[config.mk]
export PLATFORM = sky130hd
export DESIGN_NAME = emb_ext_bus
export DESIGN_NICKNAME = d
export VERILOG_FILES = /design/src/emb_pkg.sv /design/src/emb_stream_if.sv /design/src/emb_fifo.sv /design/src/emb_ext_bus.sv
export VERILOG_INCLUDE_DIRS = /design/src
export SDC_FILE = /design/constraint.sdc
export NUM_CORES = 1
export LEC_CHECK = 0
export ABC_AREA = 1
export BUFFER_PORTS_ARGS = -buffer_cell sky130_fd_sc_hd__buf_2
export CAP_MARGIN = 20
export CELL_PAD_IN_SITES_DETAIL_PLACEMENT = 1
export CELL_PAD_IN_SITES_GLOBAL_PLACEMENT = 1
export CORE_UTILIZATION = 35
export DETAILED_ROUTE_END_ITERATION = 10
export GPL_TIMING_DRIVEN = 0
export PLACE_DENSITY = 0.72
export SLEW_MARGIN = 20
export SYNTH_ARGS = -nofsm -noshare
export SYNTH_HDL_FRONTEND = slang
export SYNTH_SLANG_ARGS = --single-unit
[constraint.sdc]
create_clock -name clk -period 3.08 [get_ports clk]
set_input_delay 0.308 -clock clk [delete_from_list [all_inputs] [get_ports clk]]
set_output_delay 0.308 -clock clk [all_outputs]
set_load 0.005 [all_outputs]
[src/emb_regs.svh]
// constants of the external memory bus block: field positions, reset values and cycle counts
`ifndef EMB_REGS_SVH
`define EMB_REGS_SVH

`define EMB_ADDR_W       24
`define EMB_AREA_MSB     23
`define EMB_AREA_LSB     22
`define EMB_DRAM_AREA    2'h3
`define EMB_ROW_MSB      21
`define EMB_ROW_LSB      9
`define EMB_COL_MSB      8
`define EMB_COL_LSB      0
`define EMB_STROBE_LAST  3'h3
`define EMB_DIV8_LAST    5'h03
`define EMB_DIV32_LAST   5'h0F
`define EMB_FIFO_DEPTH   8
`define EMB_STRAP_RST    1'b0
`define EMB_SYNC_W       37

`endif

[src/emb_pkg.sv]
// types shared by the external memory bus block
package emb_pkg;

   typedef enum logic [1:0] {
      EMB_CLK_DIV8,
      EMB_CLK_DIV32,
      EMB_CLK_SUB,
      EMB_CLK_OFF
   } emb_clksel_e;

   typedef enum {
      S_IDLE,
      S_ADDR,
      S_DATA,
      S_ROW,
      S_COL,
      S_FIN,
      S_HOLD
   } emb_state_e;

   typedef struct packed {
      logic        write;
      logic [1:0]  be;
      logic [23:0] addr;
      logic [15:0] wdata;
   } emb_req_s;

   typedef struct packed {
      logic [23:0] addr;
      logic [1:0]  be;
      logic [15:0] wdata;
   } emb_beat_s;

   typedef struct packed {
      logic [7:0]  ad_lo_out;
      logic        ad_lo_oe;
      logic [7:0]  ad_mid_out;
      logic        ad_mid_oe;
      logic [7:0]  d_lo_out;
      logic        d_lo_oe;
      logic [7:0]  d_hi_out;
      logic        d_hi_oe;
      logic [7:0]  addr_hi_out;
      logic        addr_hi_oe;
      logic [3:0]  area_n;
      logic        ale;
      logic        rd_n;
      logic        even_n;
      logic        odd_n;
      logic        ras_n;
      logic        cas_even_n;
      logic        cas_odd_n;
      logic        dw_n;
      logic [12:0] mux_addr;
      logic        grant_n;
   } emb_pins_s;

endpackage

[src/emb_stream_if.sv]
// valid/ready word stream between the bus block and its request fifo
`timescale 1ns/1ps
`default_nettype none
interface emb_stream_if #(parameter int WIDTH = 8);
   logic             valid;
   logic             ready;
   logic [WIDTH-1:0] data;

   modport src (output valid, output data, input ready);
   modport snk (input valid, input data, output ready);
endinterface
`default_nettype wire

[src/emb_fifo.sv]
// request fifo: flip-flop storage, registered ready and valid flags
`timescale 1ns/1ps
`default_nettype none
module emb_fifo #(
   parameter int WIDTH = 8,
   parameter int DEPTH = 8
) (
   input  wire logic   clk,
   input  wire logic   reset_n,
   emb_stream_if.snk   wr,
   emb_stream_if.src   rd
);
   localparam int AW = $clog2(DEPTH);

   logic [WIDTH-1:0] mem_ff [DEPTH];
   logic [AW-1:0]    wr_ptr_ff;
   logic [AW-1:0]    rd_ptr_ff;
   logic [AW:0]      count_ff;
   logic [AW:0]      nxt_count;
   logic             ready_ff;
   logic             valid_ff;

   function automatic logic [AW-1:0] ptr_inc(input logic [AW-1:0] p);
      ptr_inc = (p == AW'(DEPTH - 1)) ? '0 : p + 1'b1;
   endfunction

   // handshakes on both sides
   wire push = wr.valid && ready_ff;
   wire pop  = valid_ff && rd.ready;

   assign nxt_count = count_ff + (AW+1)'(push) - (AW+1)'(pop);
   assign wr.ready  = ready_ff;
   assign rd.valid  = valid_ff;
   assign rd.data   = mem_ff[rd_ptr_ff];

   // flags are registered so the source sees a clean ready
   always_ff @(posedge clk) begin
      if (!reset_n) begin
         wr_ptr_ff <= '0;
         rd_ptr_ff <= '0;
         count_ff  <= '0;
         ready_ff  <= 1'b0;
         valid_ff  <= 1'b0;
      end else begin
         wr_ptr_ff <= push ? ptr_inc(wr_ptr_ff) : wr_ptr_ff;
         rd_ptr_ff <= pop ? ptr_inc(rd_ptr_ff) : rd_ptr_ff;
         count_ff  <= nxt_count;
         ready_ff  <= nxt_count < (AW+1)'(DEPTH);
         valid_ff  <= nxt_count != '0;
      end
   end

   // storage has no reset, only written words are ever read
   always_ff @(posedge clk) begin
      if (push) begin
         mem_ff[wr_ptr_ff] <= wr.data;
      end
   end
endmodule
`default_nettype wire

[src/emb_ext_bus.sv]
// external memory bus block: request fifo, bus sequencer, strobes, dram and clock out
//
// Behaviour
// boot strap low: single-chip or expansion; high: microprocessor mode, bus on
// width strap low selects 16-bit data bus, high selects 8-bit
// while reset_n is low the block stays in reset
// separate bus: low data byte on first 8 pins, high byte on second
// multiplexed bus: low address byte then low data byte on same pins
// 16-bit multiplexed bus: middle address byte then high data byte
// upper address byte driven with its top bit inverted
// four area select outputs name the area of the current access
// dram access: row then column address on dram address pins
// clock out: main clock divided by 8 or 32, or sub clock
// dual strobe 16-bit: even strobe low writes even, odd strobe odd
// read strobe low during external reads in either strobe mode
// single strobe: write strobe low writes; lane enable low on odd access
// system should pick single strobe when all memories are 8-bit
// hold request low keeps block in hold with grant acknowledge low
// address latch pulse lets outside logic capture multiplexed address
// ready input low holds the access in its wait state
// dram: row strobe latches row, dram store strobe low writes
// dram: even column strobe for even bytes, odd for odd bytes
// address latch pulses only in address phase, before data turnaround
`timescale 1ns/1ps
`default_nettype none
`include "emb_regs.svh"
module emb_ext_bus (
   input  wire logic                clk,
   input  wire logic                reset_n,
   input  wire logic                boot_mode_pin,
   input  wire logic                bus_width_pin,
   input  wire logic                mem_expand_en,
   input  wire logic                mux_bus_en,
   input  wire logic                single_strobe_en,
   input  wire logic                dram_area_en,
   input  wire emb_pkg::emb_clksel_e clk_sel,
   input  wire logic                sub_osc_in,
   input  wire logic                bus_hold_req_n,
   input  wire logic                bus_ready,
   input  wire logic                req_valid,
   output logic                     req_ready,
   input  wire logic                req_write,
   input  wire logic [1:0]          req_be,
   input  wire logic [23:0]         req_addr,
   input  wire logic [15:0]         req_wdata,
   output logic                     rsp_valid,
   output logic [15:0]              rsp_rdata,
   input  wire logic [7:0]          ad_lo_in,
   output logic [7:0]               ad_lo_out,
   output logic                     ad_lo_oe,
   input  wire logic [7:0]          ad_mid_in,
   output logic [7:0]               ad_mid_out,
   output logic                     ad_mid_oe,
   input  wire logic [7:0]          d_lo_in,
   output logic [7:0]               d_lo_out,
   output logic                     d_lo_oe,
   input  wire logic [7:0]          d_hi_in,
   output logic [7:0]               d_hi_out,
   output logic                     d_hi_oe,
   output logic [7:0]               addr_hi_out,
   output logic                     addr_hi_oe,
   output logic [3:0]               area_select_n,
   output logic                     addr_latch,
   output logic                     read_strobe_n,
   output logic                     even_byte_store_strobe_n,
   output logic                     odd_byte_store_strobe_n,
   output logic                     row_strobe_n,
   output logic                     col_strobe_even_n,
   output logic                     col_strobe_odd_n,
   output logic                     dram_store_strobe_n,
   output logic [12:0]              dram_mux_addr,
   output logic                     bus_grant_ack_n,
   output logic                     divided_clock_out
);
   import emb_pkg::*;

   localparam int REQ_W = $bits(emb_req_s);
   localparam emb_pins_s PINS_RST = '{ad_lo_out: 8'h00, ad_mid_out: 8'h00, d_lo_out: 8'h00,
      d_hi_out: 8'h00, addr_hi_out: 8'h00, area_n: 4'hF, mux_addr: 13'h0000,
      ale: 1'b0, ad_lo_oe: 1'b0, ad_mid_oe: 1'b0, d_lo_oe: 1'b0, d_hi_oe: 1'b0,
      addr_hi_oe: 1'b0, default: 1'b1};

   emb_stream_if #(.WIDTH(REQ_W)) push_if ();
   emb_stream_if #(.WIDTH(REQ_W)) pop_if ();

   logic [`EMB_SYNC_W-1:0] sync1_ff;
   logic [`EMB_SYNC_W-1:0] sync2_ff;
   logic                   boot_mp_ff;
   logic                   bus8_ff;
   emb_state_e             state_ff;
   emb_state_e             nxt_state;
   emb_req_s               req_ff;
   emb_beat_s              cur_ff;
   emb_beat_s              nxt_cur;
   logic                   write_ff;
   logic                   rest_ff;
   logic                   nxt_rest;
   logic [2:0]             cnt_ff;
   logic [15:0]            rdata_ff;
   logic [15:0]            nxt_rdata;
   logic                   rsp_valid_ff;
   logic [15:0]            rsp_rdata_ff;
   emb_pins_s              pins_ff;
   emb_pins_s              nxt_pins;
   logic [4:0]             div_cnt_ff;
   logic                   clk_out_ff;
   logic                   nxt_clk_out;

   // user requests enter the fifo; a full fifo pushes back on req_ready
   assign push_if.valid = req_valid;
   assign push_if.data  = {req_write, req_be, req_addr, req_wdata};
   assign req_ready     = push_if.ready;

   emb_fifo #(.WIDTH(REQ_W), .DEPTH(`EMB_FIFO_DEPTH)) u_req_fifo (
      .clk     (clk),
      .reset_n (reset_n),
      .wr      (push_if.snk),
      .rd      (pop_if.src)
   );

   // pins from outside pass two flip-flops; only the second stage is read
   always_ff @(posedge clk) begin
      sync1_ff <= {boot_mode_pin, bus_width_pin, bus_hold_req_n, bus_ready, sub_osc_in,
                   ad_lo_in, ad_mid_in, d_lo_in, d_hi_in};
      sync2_ff <= sync1_ff;
   end

   wire       boot_s  = sync2_ff[36];
   wire       width_s = sync2_ff[35];
   wire       hold_n_s = sync2_ff[34];
   wire       ready_s = sync2_ff[33];
   wire       sub_s   = sync2_ff[32];
   wire [7:0] ad_lo_s = sync2_ff[31:24];
   wire [7:0] ad_mid_s = sync2_ff[23:16];
   wire [7:0] d_lo_s  = sync2_ff[15:8];
   wire [7:0] d_hi_s  = sync2_ff[7:0];

   // straps follow the pins while reset is held and freeze at release
   always_ff @(posedge clk) begin
      if (!reset_n) begin
         boot_mp_ff <= boot_s;
         bus8_ff    <= width_s;
      end
   end

   function automatic logic [1:0] area_of(input logic [23:0] a);
      area_of = a[`EMB_AREA_MSB:`EMB_AREA_LSB];
   endfunction

   function automatic logic dram_hit(input logic [23:0] a, input logic en);
      dram_hit = en && (area_of(a) == `EMB_DRAM_AREA);
   endfunction

   // on the 8-bit bus every byte is its own beat and rides the low lane
   function automatic emb_beat_s beat_of(input emb_req_s r, input logic odd);
      beat_of.addr  = {r.addr[23:1], odd};
      beat_of.be    = odd ? 2'h2 : 2'h1;
      beat_of.wdata = {8'h00, odd ? r.wdata[15:8] : r.wdata[7:0]};
   endfunction

   // decode of sequencer conditions
   emb_req_s head;
   assign head = emb_req_s'(pop_if.data);
   wire bus_on   = boot_mp_ff || mem_expand_en;
   wire idle_ok  = (state_ff == S_IDLE) && hold_n_s;
   wire load     = idle_ok && pop_if.valid;
   wire second   = (state_ff == S_FIN) && rest_ff;
   wire data_ph  = (state_ff == S_DATA) || (state_ff == S_COL);
   wire wait_end = cnt_ff == `EMB_STROBE_LAST;
   wire capture  = data_ph && wait_end && ready_s && !write_ff;
   wire [7:0] in_lo = mux_bus_en ? ad_lo_s : d_lo_s;
   wire [7:0] in_hi = bus8_ff ? in_lo : (mux_bus_en ? ad_mid_s : d_hi_s);
   wire [15:0] merged = {cur_ff.be[1] ? in_hi : rdata_ff[15:8],
                         cur_ff.be[0] ? in_lo : rdata_ff[7:0]};
   wire emb_beat_s first = bus8_ff ? beat_of(head, !head.be[0])
                                   : emb_beat_s'({head.addr, head.be, head.wdata});

   assign pop_if.ready = idle_ok;
   assign nxt_cur   = load ? first : (second ? beat_of(req_ff, 1'b1) : cur_ff);
   assign nxt_rest  = load ? (bus8_ff && head.be[0] && head.be[1]) : (second ? 1'b0 : rest_ff);
   assign nxt_rdata = load ? 16'h0000 : (capture ? merged : rdata_ff);

   // bus sequencer
   always_comb begin
      nxt_state = state_ff;
      case (state_ff)
         S_IDLE: begin
            if (!hold_n_s) begin
               nxt_state = S_HOLD;
            end else if (pop_if.valid) begin
               nxt_state = !bus_on ? S_FIN : (dram_hit(head.addr, dram_area_en) ? S_ROW : S_ADDR);
            end
         end
         S_ADDR:  nxt_state = S_DATA;
         S_ROW:   nxt_state = S_COL;
         S_DATA, S_COL: begin
            if (wait_end && ready_s) begin
               nxt_state = S_FIN;
            end
         end
         S_FIN: begin
            if (rest_ff) begin
               nxt_state = dram_hit(cur_ff.addr, dram_area_en) ? S_ROW : S_ADDR;
            end else begin
               nxt_state = S_IDLE;
            end
         end
         S_HOLD: begin
            if (hold_n_s) begin
               nxt_state = S_IDLE;
            end
         end
         default: nxt_state = S_IDLE;
      endcase
   end

   // sequencer state; reset parks it idle
   always_ff @(posedge clk) begin
      if (!reset_n) begin
         state_ff <= S_IDLE;
         cnt_ff   <= 3'h0;
         rest_ff  <= 1'b0;
      end else begin
         state_ff <= nxt_state;
         cnt_ff   <= (data_ph && !wait_end) ? cnt_ff + 3'h1 : (data_ph ? cnt_ff : 3'h0);
         rest_ff  <= nxt_rest;
      end
   end

   // request datapath
   always_ff @(posedge clk) begin
      if (!reset_n) begin
         req_ff   <= '0;
         cur_ff   <= '0;
         write_ff <= 1'b0;
         rdata_ff <= 16'h0000;
      end else begin
         req_ff   <= load ? head : req_ff;
         write_ff <= load ? head.write : write_ff;
         cur_ff   <= nxt_cur;
         rdata_ff <= nxt_rdata;
      end
   end

   // answer pulses once the last beat is done
   always_ff @(posedge clk) begin
      if (!reset_n) begin
         rsp_valid_ff <= 1'b0;
         rsp_rdata_ff <= 16'h0000;
      end else begin
         rsp_valid_ff <= (state_ff == S_FIN) && !rest_ff;
         rsp_rdata_ff <= ((state_ff == S_FIN) && !rest_ff) ? rdata_ff : rsp_rdata_ff;
      end
   end

   // pin decode; address pins stay owned between accesses, released in hold
   wire own  = bus_on && (state_ff != S_HOLD);
   wire wr_d = write_ff && (state_ff == S_DATA);
   wire mux16 = mux_bus_en && !bus8_ff;
   wire lane_even = bus8_ff || cur_ff.be[0];
   wire lane_odd  = !bus8_ff && cur_ff.be[1];
   wire in_acc = (state_ff == S_ADDR) || (state_ff == S_DATA);
   wire in_dram = (state_ff == S_ROW) || (state_ff == S_COL);

   always_comb begin
      nxt_pins = PINS_RST;
      nxt_pins.ad_lo_out  = (mux_bus_en && data_ph) ? cur_ff.wdata[7:0] : cur_ff.addr[7:0];
      nxt_pins.ad_lo_oe   = own && !(mux_bus_en && data_ph && !write_ff);
      nxt_pins.ad_mid_out = (mux16 && data_ph) ? cur_ff.wdata[15:8] : cur_ff.addr[15:8];
      nxt_pins.ad_mid_oe  = own && !(mux16 && data_ph && !write_ff);
      nxt_pins.d_lo_out   = cur_ff.wdata[7:0];
      nxt_pins.d_lo_oe    = own && !mux_bus_en && data_ph && write_ff;
      nxt_pins.d_hi_out   = cur_ff.wdata[15:8];
      nxt_pins.d_hi_oe    = own && !mux_bus_en && !bus8_ff && data_ph && write_ff;
      nxt_pins.addr_hi_out = {~cur_ff.addr[23], cur_ff.addr[22:16]};
      nxt_pins.addr_hi_oe = own;
      nxt_pins.area_n     = (own && (in_acc || in_dram)) ?
                            ~(4'h1 << area_of(cur_ff.addr)) : 4'hF;
      nxt_pins.ale        = own && (state_ff == S_ADDR);
      nxt_pins.rd_n       = !(own && (state_ff == S_DATA) && !write_ff);
      // single mode turns the even pin into the write strobe and the odd pin into lane enable
      nxt_pins.even_n     = single_strobe_en ? !(own && wr_d) : !(own && wr_d && lane_even);
      nxt_pins.odd_n      = single_strobe_en ? !(own && in_acc && cur_ff.be[1])
                                             : !(own && wr_d && lane_odd);
      nxt_pins.ras_n      = !(own && in_dram);
      nxt_pins.cas_even_n = !(own && (state_ff == S_COL) && cur_ff.be[0]);
      nxt_pins.cas_odd_n  = !(own && (state_ff == S_COL) && cur_ff.be[1]);
      nxt_pins.dw_n       = !(own && (state_ff == S_COL) && write_ff);
      nxt_pins.mux_addr   = (state_ff == S_COL) ? {4'h0, cur_ff.addr[`EMB_COL_MSB:`EMB_COL_LSB]}
                                           : cur_ff.addr[`EMB_ROW_MSB:`EMB_ROW_LSB];
      nxt_pins.grant_n    = state_ff != S_HOLD;
   end

   // every pin leaves through a flip-flop, one cycle behind the sequencer
   always_ff @(posedge clk) begin
      if (!reset_n) begin
         pins_ff <= PINS_RST;
      end else begin
         pins_ff <= nxt_pins;
      end
   end

   // clock output divider; the sub clock is only sampled, so it must run below clk/4
   always_comb begin
      case (clk_sel)
         EMB_CLK_DIV8:  nxt_clk_out = (div_cnt_ff >= `EMB_DIV8_LAST) ? !clk_out_ff : clk_out_ff;
         EMB_CLK_DIV32: nxt_clk_out = (div_cnt_ff >= `EMB_DIV32_LAST) ? !clk_out_ff : clk_out_ff;
         EMB_CLK_SUB:   nxt_clk_out = sub_s;
         default:       nxt_clk_out = 1'b0;
      endcase
   end

   wire div_wrap = (clk_sel == EMB_CLK_DIV8) ? (div_cnt_ff >= `EMB_DIV8_LAST)
                                             : (div_cnt_ff >= `EMB_DIV32_LAST);

   always_ff @(posedge clk) begin
      if (!reset_n) begin
         div_cnt_ff <= 5'h00;
         clk_out_ff <= 1'b0;
      end else begin
         div_cnt_ff <= div_wrap ? 5'h00 : div_cnt_ff + 5'h01;
         clk_out_ff <= nxt_clk_out;
      end
   end

   assign rsp_valid = rsp_valid_ff;
   assign rsp_rdata = rsp_rdata_ff;
   assign ad_lo_out = pins_ff.ad_lo_out;
   assign ad_lo_oe  = pins_ff.ad_lo_oe;
   assign ad_mid_out = pins_ff.ad_mid_out;
   assign ad_mid_oe = pins_ff.ad_mid_oe;
   assign d_lo_out  = pins_ff.d_lo_out;
   assign d_lo_oe   = pins_ff.d_lo_oe;
   assign d_hi_out  = pins_ff.d_hi_out;
   assign d_hi_oe   = pins_ff.d_hi_oe;
   assign addr_hi_out = pins_ff.addr_hi_out;
   assign addr_hi_oe = pins_ff.addr_hi_oe;
   assign area_select_n = pins_ff.area_n;
   assign addr_latch = pins_ff.ale;
   assign read_strobe_n = pins_ff.rd_n;
   assign even_byte_store_strobe_n = pins_ff.even_n;
   assign odd_byte_store_strobe_n = pins_ff.odd_n;
   assign row_strobe_n = pins_ff.ras_n;
   assign col_strobe_even_n = pins_ff.cas_even_n;
   assign col_strobe_odd_n = pins_ff.cas_odd_n;
   assign dram_store_strobe_n = pins_ff.dw_n;
   assign dram_mux_addr = pins_ff.mux_addr;
   assign bus_grant_ack_n = pins_ff.grant_n;
   assign divided_clock_out = clk_out_ff;

   // checks next to the logic they guard
   a_reset_park: assert property (@(posedge clk) !reset_n |=> state_ff == S_IDLE)
      else $error("sequencer not idle after reset");
   a_hold_grant: assert property (@(posedge clk) disable iff (!reset_n)
      state_ff == S_HOLD |=> !bus_grant_ack_n && !ad_lo_oe)
      else $error("hold without grant acknowledge");
   a_latch_addr: assert property (@(posedge clk) disable iff (!reset_n)
      addr_latch |-> ad_lo_oe && ad_lo_out == cur_ff.addr[7:0] ##1 !addr_latch)
      else $error("address latch outside address phase");
   a_ready_stall: assert property (@(posedge clk) disable iff (!reset_n)
      state_ff == S_DATA && !ready_s |=> state_ff == S_DATA)
      else $error("access completed while not ready");
   a_read_strobe: assert property (@(posedge clk) disable iff (!reset_n)
      state_ff == S_DATA && !write_ff && bus_on |=> !read_strobe_n)
      else $error("read strobe not low in read");
   a_even_store: assert property (@(posedge clk) disable iff (!reset_n)
      !single_strobe_en && !bus8_ff && wr_d && cur_ff.be[0] && bus_on
      |=> !even_byte_store_strobe_n)
      else $error("even strobe missing");
   a_lane_enable: assert property (@(posedge clk) disable iff (!reset_n)
      single_strobe_en && in_acc && bus_on |=> odd_byte_store_strobe_n == !$past(cur_ff.be[1]))
      else $error("lane enable wrong");
   a_upper_addr: assert property (@(posedge clk) disable iff (!reset_n)
      state_ff == S_ADDR |=> addr_hi_out == {~cur_ff.addr[23], cur_ff.addr[22:16]})
      else $error("upper address bit not inverted");
   a_dram_rowcol: assert property (@(posedge clk) disable iff (!reset_n)
      state_ff == S_ROW && bus_on |=> !row_strobe_n && col_strobe_even_n && col_strobe_odd_n
      && dram_mux_addr == cur_ff.addr[21:9] ##1 !row_strobe_n)
      else $error("dram row phase wrong");
endmodule
`default_nettype wire

# Word-level counts from Yosys, hierarchy flattened
# Memories as Yosys holds them, arrays and structs flattened. A register that Yosys moved wholly into a read port is not among the register bits.
# Index checks and enable logic that the tools add are counted.
[totals]
reg_bits = 317
ram_bits = 344
memories = 1
out_inout_bits = 90
[mem_list]
columns = ["memory", "words", "word_bits", "rd", "rd_clocked_by_memory_dff", "wr", "line", "rtl"]
rows = [
  ["u_req_fifo.mem_ff", 8, 43, 1, 1, 1, "emb_fifo.sv:15", "logic [WIDTH-1:0] mem_ff [DEPTH];"],
]
[op_classes]
eq_ne = 25
order_cmp = 3
shifts = 1
mux = 36
n_reduce_logical = 82
bitwise = 3
add_sub_neg = 6
[ops]
columns = ["op", "n"]
rows = [
  ["one-hot mux 32 bit (6 select lines)", 1],
  ["equality test 32 x 3 -> 1 bit, second input constant", 5],
  ["two-way mux 32 bit", 4],
  ["equality test 32 x 2 -> 1 bit, second input constant", 3],
  ["two-way mux 42 bit", 2],
  ["equality test 32 x 4 -> 1 bit, second input constant", 2],
  ["zero test 32 bit", 2],
  ["two-way mux 8 bit", 6],
  ["logical AND 1 bit", 44],
  ["equality test 32 x 1 -> 1 bit, second input constant", 1],
  ["!= test 32 x 4 -> 1 bit, second input constant", 1],
  ["two-way mux 3 bit", 7],
  ["two-way mux 19 bit", 1],
  ["zero test 1 bit", 18],
  ["adder 3 x 1 -> 3 bit, second input constant", 3],
  ["two-way mux 1 bit", 9],
  ["two-way mux 9 bit", 1],
  ["two-way mux 2 bit", 4],
  ["!= test 2 bit, second input constant", 4],
  ["AND reduction 2 bit", 4],
  ["OR reduction 2 bit", 4],
  ["equality test 2 bit, second input constant", 3],
  ["equality test 3 bit, second input constant", 2],
  ["logical OR 1 bit", 6],
  ["18 further kinds", 19],
]

# Logic depth before layout (Yosys ltp)
# Gate-level depths: netlist of the first run.
[depth]
depth_word = 7
mapped_depth = 15
mapped_depth_nobuf = 13

# Cells and area by module
# A second synthesis of the first run with hierarchy kept.
[unflattened]
cells_unflattened = 2244
area_unflattened_um2 = 23202.3
[by_module_without_submodules]
columns = ["mod", "cells_per_inst", "seq_area_each_um2", "instances", "area_per_inst_um2"]
rows = [
  ["emb_fifo", 1244, 10630.2, 1, 14461.4],
  ["emb_ext_bus", 1000, 5365.1, 1, 8740.9],
]

# Worst setup path before layout of the first run
# Ideal clock, no wire load.
[synth_timing]
path_type = "register to register"
from = "reg u_req_fifo.ready_ff (netlist: u_req_fifo.wr.ready)"
to = "mem u_req_fifo.mem_ff[1][0] (netlist bit), enable pin"
path_stages_with_launch = 5
n_path_buf = 0
synth_period_minus_slack_ps = 2905
path_slack_ps = 175
setup_time_ps = 443
arrival_ps = 2462
path_cell_list = "dfxtp_1 nand2_1 nor2_1 inv_1 nor2_1"
[synth_via]
elab_chain_cells = 3
[synth_rtl]
columns = ["item", "line", "rtl"]
rows = [
  ["start: declaration", "emb_fifo.sv:20", "logic ready_ff;"],
  ["start signal: assignment", "emb_fifo.sv:48", "ready_ff <= nxt_count < (AW+1)'(DEPTH);"],
  ["logical AND 1 bit", "emb_fifo.sv:28", "wire push = wr.valid && ready_ff;"],
  ["two-way mux 1 bit", "emb_fifo.sv:55", "if (push) begin"],
  ["two-way mux 1 bit (implied by the code)", "emb_fifo.sv:56", "mem_ff[wr_ptr_ff] <= wr.data;"],
  ["end: declaration", "emb_fifo.sv:15", ""],
]
# Every way passes these cells.

# Final worst setup path of the first run
[layout_timing]
from = "reg state_ff[1]"
to = "reg u_req_fifo.valid_ff (netlist: u_req_fifo.rd.valid)"
[layout_via]
elab_chain_cells = 5
[layout_rtl]
columns = ["item", "line", "rtl"]
rows = [
  ["start: declaration", "emb_ext_bus.sv:90", "emb_state_e state_ff;"],
  ["start signal: assignment", "emb_ext_bus.sv:224", "state_ff <= nxt_state;"],
  ["zero test 32 bit", "emb_ext_bus.sv:165", "wire idle_ok = (state_ff == S_IDLE) && hold_n_s;"],
  ["logical AND 1 bit", "emb_ext_bus.sv:165", ""],
  ["logical AND 1 bit", "--", ""],
  ["named net load", "emb_ext_bus.sv:166", "wire load = idle_ok && pop_if.valid;"],
  ["subtractor 4 x 1 -> 4 bit", "emb_fifo.sv:31", "assign nxt_count = count_ff + (AW+1)'(push) - (AW+1)'(pop);"],
  ["nonzero test 4 bit", "emb_fifo.sv:49", "valid_ff <= nxt_count != '0;"],
  ["end signal: assignment", "emb_fifo.sv:43", "valid_ff <= 1'b0;"],
  ["end signal: assignment", "emb_fifo.sv:49", ""],
  ["end: declaration", "emb_fifo.sv:21", "logic valid_ff;"],
]
# The timed path passes the listed nets, and every way through them passes these cells.
# A chain may end at the register's enable or synchronous reset.

==> results.cfg, run 1 <==
[clocking]
cts_tree = done
clk-insertion-delay-late_ps = 610
clock_sinks = 626
ctsResizeCount = 0
path_clk_slew_ps = 70
clockBufferDepth = 3
cts_setup_buffers = 0
cts_buffers = 68
htreeDepth = 3
cts-root-buf = clkbuf_16

[global_route]
grt_overflow = 0
antenna_found_initial = 4
grt_pass1_wl_um = 108000
grt_max_degree = 21
grt_pass1_vias = 17800
track_usage_pct = 21.5

[timing]
report.final.slew_viol_count = 0
clock_skew_ps = 18.8
period_share_pct = 97.0
min_period_ps = 2990
rsz0062_at_grt = false
fin_setup_tns_ps = 0
fin_ws_ps = 93.2
setup_viol = 0
relSlewSlack_pct = 38.6
hold_viol_final = 0
fmax_mhz = 335
worst_slew_pin_slew_ps = 921

[job]
maxCapViolCount = 0

[detailed_routing]
avgViaCountPerCell = 5.10
detail_route.first_pass.iterations = 5
routed_wl_um = 71700
routedWlPerCell_um = 22.0
drc = 0
ant_nets = 0
dr.first_iter.drc_count = 1251
num_vias = 16600

[layout]
final_util_pct = 43.8
final_area_mm2 = 0.0282
nNetsFinal = 2454
multi_input_area_mm2 = 0.00565
drive_above_1_share_pct = 17.0
final_common_cell = nor2_1
fill_cells = 6981
final_cell_mix = nor2_1, edfxtp_1, dfxtp_1
synthToLayoutAreaGrowth_pct = 23.6
register_area_mm2 = 0.0160

[yosys]
avgSynthCellArea_um2 = 11.4
synth_warnings = 0
syn_area_mm2 = 0.0228
syn_inst = 2011
synth_flop_cell = edfxtp_1
syn_nets = 2113
synth_edf_count = 346
async_reset_ff_share_pct = 0
synth.ff_latch_count = 626
seq_area_frac_synth_pct = 70.0
synthDistinctLibCells = 56

[power]
p_int_mw = 15.5
p_comb_share_pct = 20.0
p_switching_mw = 6.67
seq_power_share_pct = 44.4
vdd_ir_drop_max_uv = 397
p_leak_nw = 11.1
sw_frac_of_total_pct = 30.1
p_per_area_mw_per_mm2 = 787
pwr-share-clk_pct = 35.6

[setup_path]
crit_fanout = 10
cp-end-kind = flip-flop
path_cells = buf_6, nor3_4, nand3_4, clkinv_2, buf_6, buf_6, ha_1, inv_1, ha_1, inv_1, fa_1, xor2_1, a41oi_1
crit_type = reg2reg
r2r_start = state_ff[1]
start_kind = flip-flop
crit_path_frequent_cell = buf_6
ff2ff_path_depth = 13
max_stage_delay_ps = 410
required_ps = 3520
worstPathArrival_ps = 3430
critPathSlowestCell = fa_1
r2r_slack_ps = 90
r2r-end = u_req_fifo.rd.valid

[placement]
place_ws_ps = 120
dp_hpwl_um = 48700
io_buffers = 176
gp_congestion = 0.857
placed_area_mm2 = 0.0253

[die]
die_area_mm2 = 0.0663
die_h_um = 257
start_util_pct = 35.4
io-pin-count = 179
rows = 93
core_mm2 = 0.0645
die_x_um = 257

[hold_path]
hold_path_depth = 1
min_to = u_req_fifo.mem_ff[7][18]
min-delay-start = req_addr[2]
hp-class = in2reg

[outcome]
status = finished, final reports clean
worst max-delay path, delay by kind of cell (launching register included):
kind	cells	cell delay, ps
buffers and inverters	6	750
and+or+nand+nor	2	490
AOI/OAI and AO/OA	1	170
DFF	1	310
adders and majority gates	3	840
xor gates and xnor gates	1	260
power by group through the flow:
stage / Clock, mW / Combinational (mW) / Sequential [mW]
finish: 7.91 / 4.43 / 9.87
CTS: 8.03 / 4.43 / 9.87
global route: 8.34 / 4.83 / 9.92
global placement: 0 / 4.01 / 10.0
detailed placement: 0 / 4.28 / 10.0
floorplan: 0 / 2.53 / 9.95
state kept, by name, summed over array words and instances (netlist names), 4 cells and up, named ones only:
name / count
sync1_ff: 37
sync2_ff: 37
d_lo_out: 8
u_req_fifo.count_ff: 4
div_cnt_ff: 5
req_ff: 31
u_req_fifo.mem_ff: 344
d_hi_out: 8
rsp_rdata: 16
rdata_ff: 16
dram_mux_addr: 13
addr_hi_out: 8
cur_ff: 42
ad_lo_out: 8
ad_mid_out: 8
area_select_n: 4
cell usage after synthesis, drive strengths merged (12+ instances only):
library cell | number | area, µm²
a21oi | 53 | 288
buf | 64 | 452
clkbuf | 42 | 159
dfxtp | 280 | 5610
edfxtp | 346 | 10400
ha | 12 | 150
inv | 165 | 632
nand2 | 181 | 716
nand3 | 45 | 255
nor2 | 369 | 1450
o211ai | 28 | 210
o21ai | 290 | 1470
o21bai | 23 | 173
o221ai | 28 | 251
o22ai | 38 | 238
final cells by class:
type	count	share of cell area, %
Multi-Input combinational cell	1112	20.0
Timing Repair Buffer	271	7.44
Sequential cell	626	56.7
Buffer	106	2.16
Inverter	167	2.27
Tap cell	855	3.79
Antenna cell	1	0.00887
Clock buffer	98	6.91
Clock inverter	25	0.718
through the flow:
stage,power [mW],hold WS (ps),std cells
floorplan,12.5,310,2011
global placement,14.0,312,3042
detailed placement,14.3,313,3059
CTS,22.3,2.51,3260
global route,23.1,8.30,3260
finish,22.2,25.6,3261
routing by layer:
| layer | vias up | global-route usage [%] | part of all wire [%] |
|---|---|---|---|
| met5 | - | 0 | 0.084 |
| met4 | 8 | 7.58 | 3.0 |
| met3 | 164 | 4.26 | 6.6 |
| met2 | 577 | 36.9 | 49 |
| met1 | 8260 | 26.7 | 41 |
| li1 | 7612 | - | - |
worst max-delay path by stage:
| stage | from | to | slack (ps) | cells past startpoint |
|---|---|---|---|---|
| final | state_ff[1] | u_req_fifo.rd.valid | 90 | 13 |
| after global routing | state_ff[1] | u_req_fifo.rd.valid | 10 | 13 |
| after CTS | state_ff[1] | u_req_fifo.rd.valid | 100 | 13 |
| after detailed placement | state_ff[1] | u_req_fifo.rd.valid | 120 | 13 |
| after global placement | req_valid | u_req_fifo.mem_ff[7][11] | -2020 | 5 |
| after floorplan | u_req_fifo.wr.ready | u_req_fifo.mem_ff[1][0] | 170 | 4 |
logic make-up after synthesis:
kind of cell	count (synthesis)	synth area share [%]
adder cells (fa/ha/maj)	13	0.745
AND/OR/NAND/NOR	615	11.3
buffers and inverters	273	5.48
flip-flops	626	70.0
multiplexers	8	0.351
AO/OA/AOI/OAI	473	12.0
XOR/XNOR	3	0.115
what timing repair did:
action                                  CTS  global route
endpoints found under the hold margin   358             0
hold buffers                             78             0
endpoints found under the setup margin    0             1
No activity file was read; power rests on OpenSTA's default activity.
==> run 2, diff against run 1 <==
--- a/config.mk
+++ b/config.mk
@@ -6,7 +6,6 @@
 export SDC_FILE = /design/constraint.sdc
 export NUM_CORES = 1
 export LEC_CHECK = 0
-export ABC_AREA = 1
 export BUFFER_PORTS_ARGS = -buffer_cell sky130_fd_sc_hd__buf_2
 export CAP_MARGIN = 20
 export CELL_PAD_IN_SITES_DETAIL_PLACEMENT = 1
@@ -14,7 +13,7 @@
 export CORE_UTILIZATION = 35
 export DETAILED_ROUTE_END_ITERATION = 10
 export GPL_TIMING_DRIVEN = 0
-export PLACE_DENSITY = 0.72
+export PLACE_DENSITY = 0.7
 export SLEW_MARGIN = 20
 export SYNTH_ARGS = -nofsm -noshare
 export SYNTH_HDL_FRONTEND = slang
==> run 2 against run 1 <==
Clock power decreased by 0.9%. Critical path type unchanged. Utilization increased by 0.51 points. Sequential share of layout area increased by 1.4 points.
==> results.cfg, run 2 <==
[layout]
nNetsFinal = 1933
synthToLayoutAreaGrowth_pct = 24.2
final_common_cell = edfxtp_1
final_util_pct = 44.3
largest_reg_flops = 344
largestRegisters = u_req_fifo.mem_ff x344, cur_ff x42
regMostFlops = u_req_fifo.mem_ff
final_cells = 2720
final_cell_mix = edfxtp_1, dfxtp_1, buf_2
drive_above_1_share_pct = 24.7

[setup_path]
critPathTopFamily = adder cells
critPathSlowestCell = fa_1
cp-end-kind = flip-flop
required_ps = 3540
worst-path-buf-inv = 4
worstPathArrival_ps = 3260
ff2ff_path_depth = 12
crit_fanout = 18
r2r_slack_ps = 280
r2r-end = u_req_fifo.rd.valid
path_cells = and2b_1, nand3_4, inv_4, buf_4, ha_1, inv_1, ha_1, inv_1, fa_1, xnor2_1, nor4b_2, nor2_1
start_kind = flip-flop
max_stage_delay_ps = 400
r2r_start = state_ff[2]
crit_type = reg2reg

[timing]
report.final.slew_viol_count = 0
min_period_ps = 2800
period_share_pct = 91.0
clock_skew_ps = 24.5
relSlewSlack_pct = 43.6
holdWs_ps = 58.5
hold_viol_final = 0
fmax_mhz = 357
worst_slew_pin_slew_ps = 845
setup_viol = 0
rsz0062_at_grt = false
fin_ws_ps = 278

[yosys]
yosysTopAreaCell = edfxtp_1
synth_mux_area_share_pct = 10.7
synth-simple-area-share_pct = 7.07
synth_compound_area_share_pct = 6.82
avgSynthCellArea_um2 = 15.1
synth_flop_cell = edfxtp_1
synth.most_common_cell = edfxtp_1
synthXorXnorAreaFrac_pct = 0.316
synth.area.top_cells = edfxtp_1, dfxtp_1, mux4_2
async_reset_ff_share_pct = 0
synth_edf_count = 346
syn_inst = 1469
synthAdderAreaFrac_pct = 0.768
syn_area_mm2 = 0.0222
synth_warnings = 0
synth_top_family_by_area = multiplexers
seq_area_frac_synth_pct = 72.2
synth.ff_latch_count = 626
ys_top_cells_by_count = edfxtp_1, dfxtp_1, nand2_1
synthDistinctLibCells = 66
yosys.area.top_type_share_pct = 46.9
syn_nets = 1571

[global_route]
antenna_found_initial = 4
grt_pass1_vias = 14800
grt_overflow = 0
grt_pass1_wl_um = 91900
grt_max_degree = 21
track_usage_pct = 19.4

[placement]
dp_hpwl_um = 43700
placed_cells = 2517
gp_congestion = 0.883
place_ws_ps = -199
io_buffers = 178

[job]
maxCapViolCount = 0

[detailed_routing]
ant_nets = 0
routed_wl_um = 62600
num_vias = 13800
routedWlPerCell_um = 23.0
detail_route.first_pass.iterations = 5
drc = 0
avgViaCountPerCell = 5.06
dr.first_iter.drc_count = 1153

[die]
start_util_pct = 35.7
io-pin-count = 179
rows = 91
die_x_um = 254
core_mm2 = 0.0622
die_area_mm2 = 0.0643
die_h_um = 254

[hold_path]
hold_path_depth = 3
min_to = divided_clock_out
min-delay-start = clk_sel[0]
hp-class = in2reg

[clocking]
cts-root-buf = clkbuf_16
clock_sinks = 626
cts_buffers = 68
clk-insertion-delay-late_ps = 620
htreeDepth = 3
clockBufferDepth = 3
path_clk_slew_ps = 60
cts_tree = done

[outcome]
status = finished, final reports clean

[power]
total_power_mw = 20.6
p_per_area_mw_per_mm2 = 747
vdd_ir_drop_max_uv = 310
p_leak_nw = 9.75
==> run 2: changes by cell type after synthesis, moves of 31 or more <==
cell	delta
o21ai_0	-198
nor2_1	-275
and2_1	+31
a21oi_1	+46
mux2_2	+33
nand2_1	-63
inv_1	-135
o21ai_1	-41
mux2i_1	+43
a211oi_1	+32
mux4_2	+66
==> run 2: where the power goes <==
part	switching (mW)	internal, mW	leakage [nW]
Clock	3.26	4.58	1.04
Combinational	1.88	1.21	3.29
Sequential	0.303	9.34	5.42
==> run 2: repair_timing <==
action,in CTS,in global routing
buffers inserted,0,0
setup endpoints to repair,1,1
hold buffers,82,0
resized for setup,4,2
endpoints found under the hold margin,379,0
pin swaps,0,0
==> run 2: kinds of logic after synthesis <==
family          Yosys count
mux                     150
xor+xnor                  8
buf+inv                  96
compound gates          243
fa+ha+maj                13
simple gates            333
flops                   626
==> run 2: final cells by class <==
class,count,area (µm²)
multi-input combinational,747,5770
tap,837,1050
clock inverter,21,184
antenna,1,2.50
timing repair buffer,293,2090
sequential,626,16000
fill,6370,34600
buffer,79,418
inverter,16,62.6
clock buffer,100,1960
==> run 2: worst max path at each step <==
stage	startpoint	cells past startpoint	slack [ps]	to
after detailed placement	state_ff[1]	13	-200	u_req_fifo.rd.valid
final	state_ff[2]	12	280	u_req_fifo.rd.valid
after global placement	req_valid	3	-4060	u_req_fifo.mem_ff[3][34]
after floorplan	u_req_fifo.wr.ready	2	-950	u_req_fifo.mem_ff[2][0]
after global routing	state_ff[2]	12	90	u_req_fifo.rd.valid
after CTS	state_ff[0]	13	1	u_req_fifo.rd.valid
==> run 2: routing by layer <==
layer	track usage (%)	vias to the layer above	routed length, µm
met2	33.3	431	31000
met3	3.99	109	3730
met1	24.7	7000	26400
met4	5.83	6	1520
met5	0	-	37
li1	-	6214	-
==> run 2: stage by stage <==
step	TNS, ps	area, µm²
floorplan	-134550	22200
global placement	-977110	24100
detailed placement	-199	24500
CTS	0	27500
global route	0	27500
finish	0	27500
==> run 2: worst register-to-register path: cells and delay by family (launching register included) <==
| kind | cells | cell delay, ps |
|---|---|---|
| flip-flops | 1 | 360 |
| AND/OR/NAND/NOR | 4 | 730 |
| adder cells (fa/ha/maj) | 3 | 830 |
| XOR/XNOR | 1 | 150 |
| buffers and inverters | 4 | 580 |
